**src/pnadv_consts.vh**
```
// constants for the auto-negotiation advertisement register (upper bits)
// assumes inclusion by the register module; definitions only
`ifndef PNADV_CONSTS_VH
`define PNADV_CONSTS_VH
`define PNADV_BIT_PAUSE     4'hA
`define PNADV_BIT_RSVD9     4'h9
`define PNADV_BIT_100FD     4'h8
`define PNADV_BIT_100HD     4'h7
`define PNADV_BIT_10FD      4'h6
`define PNADV_BIT_10HD      4'h5
`define PNADV_RO_TOP        3'h0
`define PNADV_RO_MID        2'h1
`define PNADV_RST_PAUSE     1'h1
`define PNADV_RST_RSVD9     1'h0
`define PNADV_RST_ABIL      4'hF
`define PNADV_LOW_ZERO      5'h00
`endif

```
**src/pnadv_reg.v**
```verilog
// advertisement register, bits 15 to 5, for one switch port
// holds the abilities the port offers its link partner, plus the
// fixed and reserved bits of the upper part of the word
// assumes a one-cycle write strobe and whole-word write data from the
// management access path, both synchronous to core_clk_in
// assumes the negotiation engine samples the adv_*_out levels
// assumes bits 4 to 0 are held elsewhere; they read back as zero here
// writes are taken one per edge, back to back; the last one wins
// no write is refused: read-only bits simply drop their data
// bit 9 stores whatever is written; software should keep it at zero
// reset is asynchronous; every output shows its default image at once
//
// Summary of operation
// - bit 10 read/write, resets to 1, advertises pause ability.
// - bit 8 read/write, resets to 1, advertises 100 full duplex.
// - bit 7 read/write, resets to 1, advertises 100 half duplex.
// - bit 6 read/write, resets to 1, advertises 10 full duplex.
// - bit 5 read/write, resets to 1, advertises 10 half duplex.
// - bit 9 reserved read/write, resets to 0, no meaning.

`default_nettype none
`include "pnadv_consts.vh"

module pnadv_reg (
    // clock and reset
    input  wire        core_clk_in,
    input  wire        resetn_in,
    // write side, from the management access path
    input  wire        wr_en_in,
    input  wire [15:0] wr_data_in,
    // read image and advertised levels
    output reg  [15:0] rd_data_out,
    output reg         adv_pause_out,
    output reg         adv_100fd_out,
    output reg         adv_100hd_out,
    output reg         adv_10fd_out,
    output reg         adv_10hd_out
);

    // timing: a write lands in the stored bits at the strobe edge; the
    // read image and the ability levels follow one edge later, so that
    // every output comes straight from a flop and a read never sees a
    // half-settled word

    // bit positions of the stored fields in the 16-bit word
    localparam [3:0]  POS_PAUSE = `PNADV_BIT_PAUSE;
    localparam [3:0]  POS_RSVD9 = `PNADV_BIT_RSVD9;
    localparam [3:0]  POS_100FD = `PNADV_BIT_100FD;
    localparam [3:0]  POS_100HD = `PNADV_BIT_100HD;
    localparam [3:0]  POS_10FD  = `PNADV_BIT_10FD;
    localparam [3:0]  POS_10HD  = `PNADV_BIT_10HD;

    // number of speed and duplex bits, and each one's place in the group
    localparam integer ABIL_NUM  = 4;
    localparam integer IDX_100FD = 3;
    localparam integer IDX_100HD = 2;
    localparam integer IDX_10FD  = 1;
    localparam integer IDX_10HD  = 0;

    // reset values of the stored fields
    localparam [0:0]  RST_PAUSE = `PNADV_RST_PAUSE;
    localparam [0:0]  RST_RSVD9 = `PNADV_RST_RSVD9;
    localparam [3:0]  RST_ABIL  = `PNADV_RST_ABIL;

    // fixed read-only fields and the absent low bits
    localparam [2:0]  RO_TOP    = `PNADV_RO_TOP;
    localparam [1:0]  RO_MID    = `PNADV_RO_MID;
    localparam [4:0]  LOW_ZERO  = `PNADV_LOW_ZERO;

    // read image while reset is held, built from the same field values
    localparam [15:0] RD_RST    = {RO_TOP, RO_MID, RST_PAUSE,
                                   RST_RSVD9, RST_ABIL, LOW_ZERO};

    // write data split per stored field
    wire                wr_pause_w;
    wire                wr_rsvd9_w;
    wire [ABIL_NUM-1:0] wr_abil_w;

    // stored field values
    wire                pause_w;
    wire                rsvd9_w;
    wire [ABIL_NUM-1:0] abil_w;

    // next values of the registered outputs
    reg  [15:0]         rd_image_nxt;
    wire                adv_pause_nxt;
    wire                adv_100fd_nxt;
    wire                adv_100hd_nxt;
    wire                adv_10fd_nxt;
    wire                adv_10hd_nxt;

    // writable fields of the data word; read-only bits 15 to 11 and
    // the absent bits 4 to 0 are dropped here, so writes cannot move them
    assign wr_pause_w = wr_data_in[POS_PAUSE];
    assign wr_rsvd9_w = wr_data_in[POS_RSVD9];
    assign wr_abil_w  = wr_data_in[POS_100FD:POS_10HD];

    // pause ability bit
    pnadv_bit #(
        .RST_VAL (RST_PAUSE)
    ) u_pause (
        .core_clk_in (core_clk_in),
        .resetn_in   (resetn_in),
        .wr_en_in    (wr_en_in),
        .wr_data_in  (wr_pause_w),
        .bit_out     (pause_w)
    );

    // reserved bit 9: stored and readable, but advertises nothing
    pnadv_bit #(
        .RST_VAL (RST_RSVD9)
    ) u_rsvd9 (
        .core_clk_in (core_clk_in),
        .resetn_in   (resetn_in),
        .wr_en_in    (wr_en_in),
        .wr_data_in  (wr_rsvd9_w),
        .bit_out     (rsvd9_w)
    );

    // speed and duplex abilities; group bit g is word bit 5 + g,
    // so group bit 3 is 100 full and group bit 0 is 10 half
    genvar g;
    generate
        for (g = 0; g < ABIL_NUM; g = g + 1) begin : g_abil
            pnadv_bit #(
                .RST_VAL (RST_ABIL[g])
            ) u_ab (
                .core_clk_in (core_clk_in),
                .resetn_in   (resetn_in),
                .wr_en_in    (wr_en_in),
                .wr_data_in  (wr_abil_w[g]),
                .bit_out     (abil_w[g])
            );
        end
    endgenerate

    // assemble the read image field by field; the fixed fields come
    // from constants, so no write can reach them
    always @* begin
        rd_image_nxt            = 16'h0000;
        rd_image_nxt[15:13]     = RO_TOP;
        rd_image_nxt[12:11]     = RO_MID;
        rd_image_nxt[POS_PAUSE] = pause_w;
        rd_image_nxt[POS_RSVD9] = rsvd9_w;
        rd_image_nxt[POS_100FD] = abil_w[IDX_100FD];
        rd_image_nxt[POS_100HD] = abil_w[IDX_100HD];
        rd_image_nxt[POS_10FD]  = abil_w[IDX_10FD];
        rd_image_nxt[POS_10HD]  = abil_w[IDX_10HD];
        rd_image_nxt[4:0]       = LOW_ZERO;
    end

    // ability levels handed to the negotiation engine; the reserved
    // bit has no level of its own
    assign adv_pause_nxt = pause_w;
    assign adv_100fd_nxt = abil_w[IDX_100FD];
    assign adv_100hd_nxt = abil_w[IDX_100HD];
    assign adv_10fd_nxt  = abil_w[IDX_10FD];
    assign adv_10hd_nxt  = abil_w[IDX_10HD];

    // read image register
    // reset shows the default word, fixed bits included
    always @(posedge core_clk_in or negedge resetn_in) begin
        if (!resetn_in) begin
            rd_data_out <= RD_RST;
        end else begin
            rd_data_out <= rd_image_nxt;
        end
    end

    // pause level for the negotiation engine
    // reset leaves pause advertised
    always @(posedge core_clk_in or negedge resetn_in) begin
        if (!resetn_in) begin
            adv_pause_out <= RST_PAUSE;
        end else begin
            adv_pause_out <= adv_pause_nxt;
        end
    end

    // 100 full-duplex level
    // reset leaves it advertised
    always @(posedge core_clk_in or negedge resetn_in) begin
        if (!resetn_in) begin
            adv_100fd_out <= RST_ABIL[IDX_100FD];
        end else begin
            adv_100fd_out <= adv_100fd_nxt;
        end
    end

    // 100 half-duplex level
    // reset leaves it advertised
    always @(posedge core_clk_in or negedge resetn_in) begin
        if (!resetn_in) begin
            adv_100hd_out <= RST_ABIL[IDX_100HD];
        end else begin
            adv_100hd_out <= adv_100hd_nxt;
        end
    end

    // 10 full-duplex level
    // reset leaves it advertised
    always @(posedge core_clk_in or negedge resetn_in) begin
        if (!resetn_in) begin
            adv_10fd_out <= RST_ABIL[IDX_10FD];
        end else begin
            adv_10fd_out <= adv_10fd_nxt;
        end
    end

    // 10 half-duplex level
    // reset leaves it advertised
    always @(posedge core_clk_in or negedge resetn_in) begin
        if (!resetn_in) begin
            adv_10hd_out <= RST_ABIL[IDX_10HD];
        end else begin
            adv_10hd_out <= adv_10hd_nxt;
        end
    end

endmodule // pnadv_reg
`default_nettype wire

```
**src/pnadv_bit.v**
```verilog
// one read/write register bit with a constant reset value
// assumes a synchronous write strobe and an asynchronous low reset
`default_nettype none
module pnadv_bit #(
    parameter [0:0] RST_VAL = 1'h0
) (
    input  wire core_clk_in,
    input  wire resetn_in,
    input  wire wr_en_in,
    input  wire wr_data_in,
    output reg  bit_out
);
    // hold value, load on write
    always @(posedge core_clk_in or negedge resetn_in) begin
        if (!resetn_in) begin
            bit_out <= RST_VAL;
        end else if (wr_en_in) begin
            bit_out <= wr_data_in;
        end
    end
endmodule // pnadv_bit
`default_nettype wire

```
**config.mk**
```make
export PLATFORM = sky130hd
export DESIGN_NAME = pnadv_reg
export DESIGN_NICKNAME = d
export VERILOG_FILES = /design/src/pnadv_reg.v /design/src/pnadv_bit.v
export VERILOG_INCLUDE_DIRS = /design/src
export SDC_FILE = /design/constraint.sdc
export NUM_CORES = 1
export LEC_CHECK = 0
export BUFFER_PORTS_ARGS = -buffer_cell sky130_fd_sc_hd__buf_2
export CAP_MARGIN = 20
export CORE_UTILIZATION = 33
export DETAILED_ROUTE_END_ITERATION = 10
export GPL_TIMING_DRIVEN = 0
export PLACE_DENSITY = 0.68
export SLEW_MARGIN = 25
export SYNTH_ARGS = -nofsm -noshare
export SYNTH_HDL_FRONTEND = slang
export SYNTH_SLANG_ARGS = --single-unit
```
**constraint.sdc**
```tcl
create_clock -name core_clk_in -period 0.95 [get_ports core_clk_in]
set_input_delay 0.19 -clock core_clk_in [delete_from_list [all_inputs] [get_ports core_clk_in]]
set_output_delay 0.19 -clock core_clk_in [all_outputs]
set_load 0.01 [all_outputs]
```
==> key figures <==
Synth
  – Yosys cell types: 6
  – Post-Syn Instances: 36
  – Synthesis Warnings: 0
  – Synthesized area per cell: 14.8 µm²
  – Cell area after synthesis: 534 µm²
  – Register area share after synthesis: 0.585
  – Yosys reg bits: 12

Setup path
  – Reg-to-reg critical path endpoint: u_rsvd9.bit_out$_DFFE_PN0P_
  – Setup CP Type: flop to primary output
  – Worst setup EP type: primary output
  – Most frequent CP cell: buf_6
  – CP max-delay cell: dfstp_2
  – Crit path launch type: flop
  – Worst path arrival time: 0.98 ns
  – Worst reg2reg setup slack: 0.19 ns
  – Max FO, Critical Path: 2
  – Worst Path Required: ~0.76 ns
  – Cells on worst reg2reg path: 1
  – Crit path cell chain: buf_6, buf_6
  – Slowest stage delay, CP: 0.55 ns
  – Worst r2r src: u_rsvd9.bit_out$_DFFE_PN0P_

STA
  – Worst hold slack: roughly 0.16 ns
  – Tcrit/Tclk final: 1.23
  – Final min period: 1.17 ns
  – Final Max Tran Viols: 0
  – Worst Skew: 0.00100 ns
  – Setup violators final: 10
  – Worst setup margin: -0.220 ns
  – Final hold violations: 0
  – RSZ-0062 raised after global routing: true
  – Max frequency: 855 MHz

Min path
  – Min-Delay Path Depth: 2
  – Hold Crit Class: input pin to flop
  – Hold path endpoint: g_abil[0].u_ab.bit_out$_DFFE_PN1P_
  – Hold Startpoint: wr_data_in[5]

Route
  – Final WL: 656 µm
  – Pre-Repair DR Iteration Count: 2
  – Routed len/inst: 7.90 µm
  – Vias per cell: 3.67
  – DRC: 0
  – DR vias: 305
  – Iter 0 DRT Violations: 2
  – DRT antenna net count: 0

GRT
  – Largest net degree at the start of global routing: 13
  – First-pass GRT wire length: 1.19 mm
  – Overall global routing resource usage: 0.0907
  – Vias in the first global route: around 300
  – Initial antenna violation count: 0
  – Grt total ovfl: 0

Clocking
  – CTS tree: yes
  – Clk sinks: 12
  – Total setup buffers inserted after CTS: 0
  – Root Driver: clkbuf_4
  – H-tree levels: 1
  – CTS buffer count: 3
  – Worst-path clk slew: 0.07 ns
  – Clk_lat worst skew: 0.26 ns
  – Max Buffers Root-to-Sink: 2

Pwr
  – VDD IR-drop max: 1220 µV
  – PD cells: approximately 1700 nW/µm²
  – Power consumption: 1.28 mW
  – LEAKAGE: a little over 0.4 nW

Final layout
  – Layout cells sized above 1: 0.806
  – Final core area utilization: 0.516
  – Number of nets in the layout: 87
  – Filler cells: 140
  – Finished Cell Area: roughly 780 µm²
  – Area Growth Syn to Fin: 45.4%
  – Finished Layout Cells: 83
  – Antenna Cells: 0
  – Area of the multi-input gates: about 130 µm²
  – Reg area: 313 µm²

Placement
  – Port Buf Inserts: 18
  – Placed cell areas: 674 µm²
  – GPL Wtd Cong: 0.583
  – DP Cell Count: a little under 80

Floorplan
  – DIE HEIGHT: 42.2 µm
  – Die Area: 1780 µm²
  – IO Count: 40
  – Num rows: 14
  – Core area: 1510 µm²
  – Initial core utilization: 0.355
  – Die width: 42.2 µm

Run status
  – Status: finished with violations
  – Violated checks: negative setup slack

Job
  – Max-cap viol count: 0
## Yosys cell counts
cell type	count	area share
conb_1	2	0.014
mux2_4	6	0.17
dfstp_2	10	0.49
buf_6	1	0.021
dfrtp_1	2	0.094
buf_4	15	0.21
## registers in the layout, indices dropped and copies added, names as in the netlist
| signal | cells |
|---|---|
| u_rsvd9.bit_out | 1 |
| g_abil.u_ab.bit_out | 4 |
| rd_data_out | 6 |
| u_pause.bit_out | 1 |
## critical path, delay by kind of cell, from the launching register on
kind | cells | cell delay, ns
buffers and inverters | 2 | 0.17
DFF | 1 | 0.55
## cell families (layout without fill, tap and decap cells)
kind of cell / after synthesis / count (layout) / share of synthesized area
buffers and inverters: 16 / 39 / 0.232
other: 2 / 10 / 0.0141
DFF: 12 / 12 / 0.585
muxes: 6 / 6 / 0.169
## report_power, final
group	internal, mW	switching, mW	leakage (nW)
clock network	0.232	0.154	0.0210
registers	0.594	0.0283	0.129
logic	0.179	0.0970	0.259
total	1.01	0.279	0.409
## per-stage QoR
| step | setup slack (ns) | setup TNS, ns |
|---|---|---|
| 2_1_floorplan | 0.111 | 0 |
| 3_3_place_gp | 0.0539 | 0 |
| 3_5_place_dp | 0.0510 | 0 |
| 4_1_cts | -0.220 | -1.92 |
| 5_1_grt | -0.251 | -2.23 |
| 6_report | -0.220 | -1.81 |
## layer usage
layer / GRT usage / vias up / wire length, µm
met5: 0 / - / 0
met4: 0.0375 / 0 / 0
met3: 0.0388 / 0 / 57
met2: 0.151 / 21 / 331
met1: 0.101 / 136 / 267
li1: - / 148 / -
## what timing repair did
| action | 4_1_cts | 5_1_grt |
|---|---|---|
| gates resized for setup | 10 | 1 |
| pin swaps | 0 | 0 |
| endpoints found under the setup margin | 10 | 11 |
| endpoints found under the hold margin | 2 | 0 |
| hold buffers | 1 | 0 |
## layout by cell type (no fill, tap or decap)
cell and n:
clkbuf_4 3, dfstp_2 10, dlygate4sd3_1 1, conb_1 10, clkbuf_8 1, mux2_4 6, buf_6 12, buf_2 12
dfrtp_1 2, buf_4 10
## area by class of cell
| class | instances | area share |
|---|---|---|
| tap | 16 | 0.0258 |
| clock buffer | 4 | 0.0467 |
| buffer | 16 | 0.184 |
| sequential | 12 | 0.403 |
| multi-input combinational | 16 | 0.164 |
| timing repair buffer | 19 | 0.177 |
## how the worst max path moves through the flow
stage	from	endpoint	slack, ns	depth (start not counted)
floorplan	rd_data_out[10]$_DFF_PN1_	rd_data_out[10]	0.11	1
global placement	rd_data_out[7]$_DFF_PN1_	rd_data_out[7]	0.05	2
detailed placement	rd_data_out[7]$_DFF_PN1_	rd_data_out[7]	0.05	2
CTS	rd_data_out[7]$_DFF_PN1_	rd_data_out[7]	-0.22	2
global route	rd_data_out[8]$_DFF_PN1_	rd_data_out[8]	-0.25	2
finish	rd_data_out[6]$_DFF_PN1_	rd_data_out[6]	-0.22	2
(Power assumes the default switching activity.)
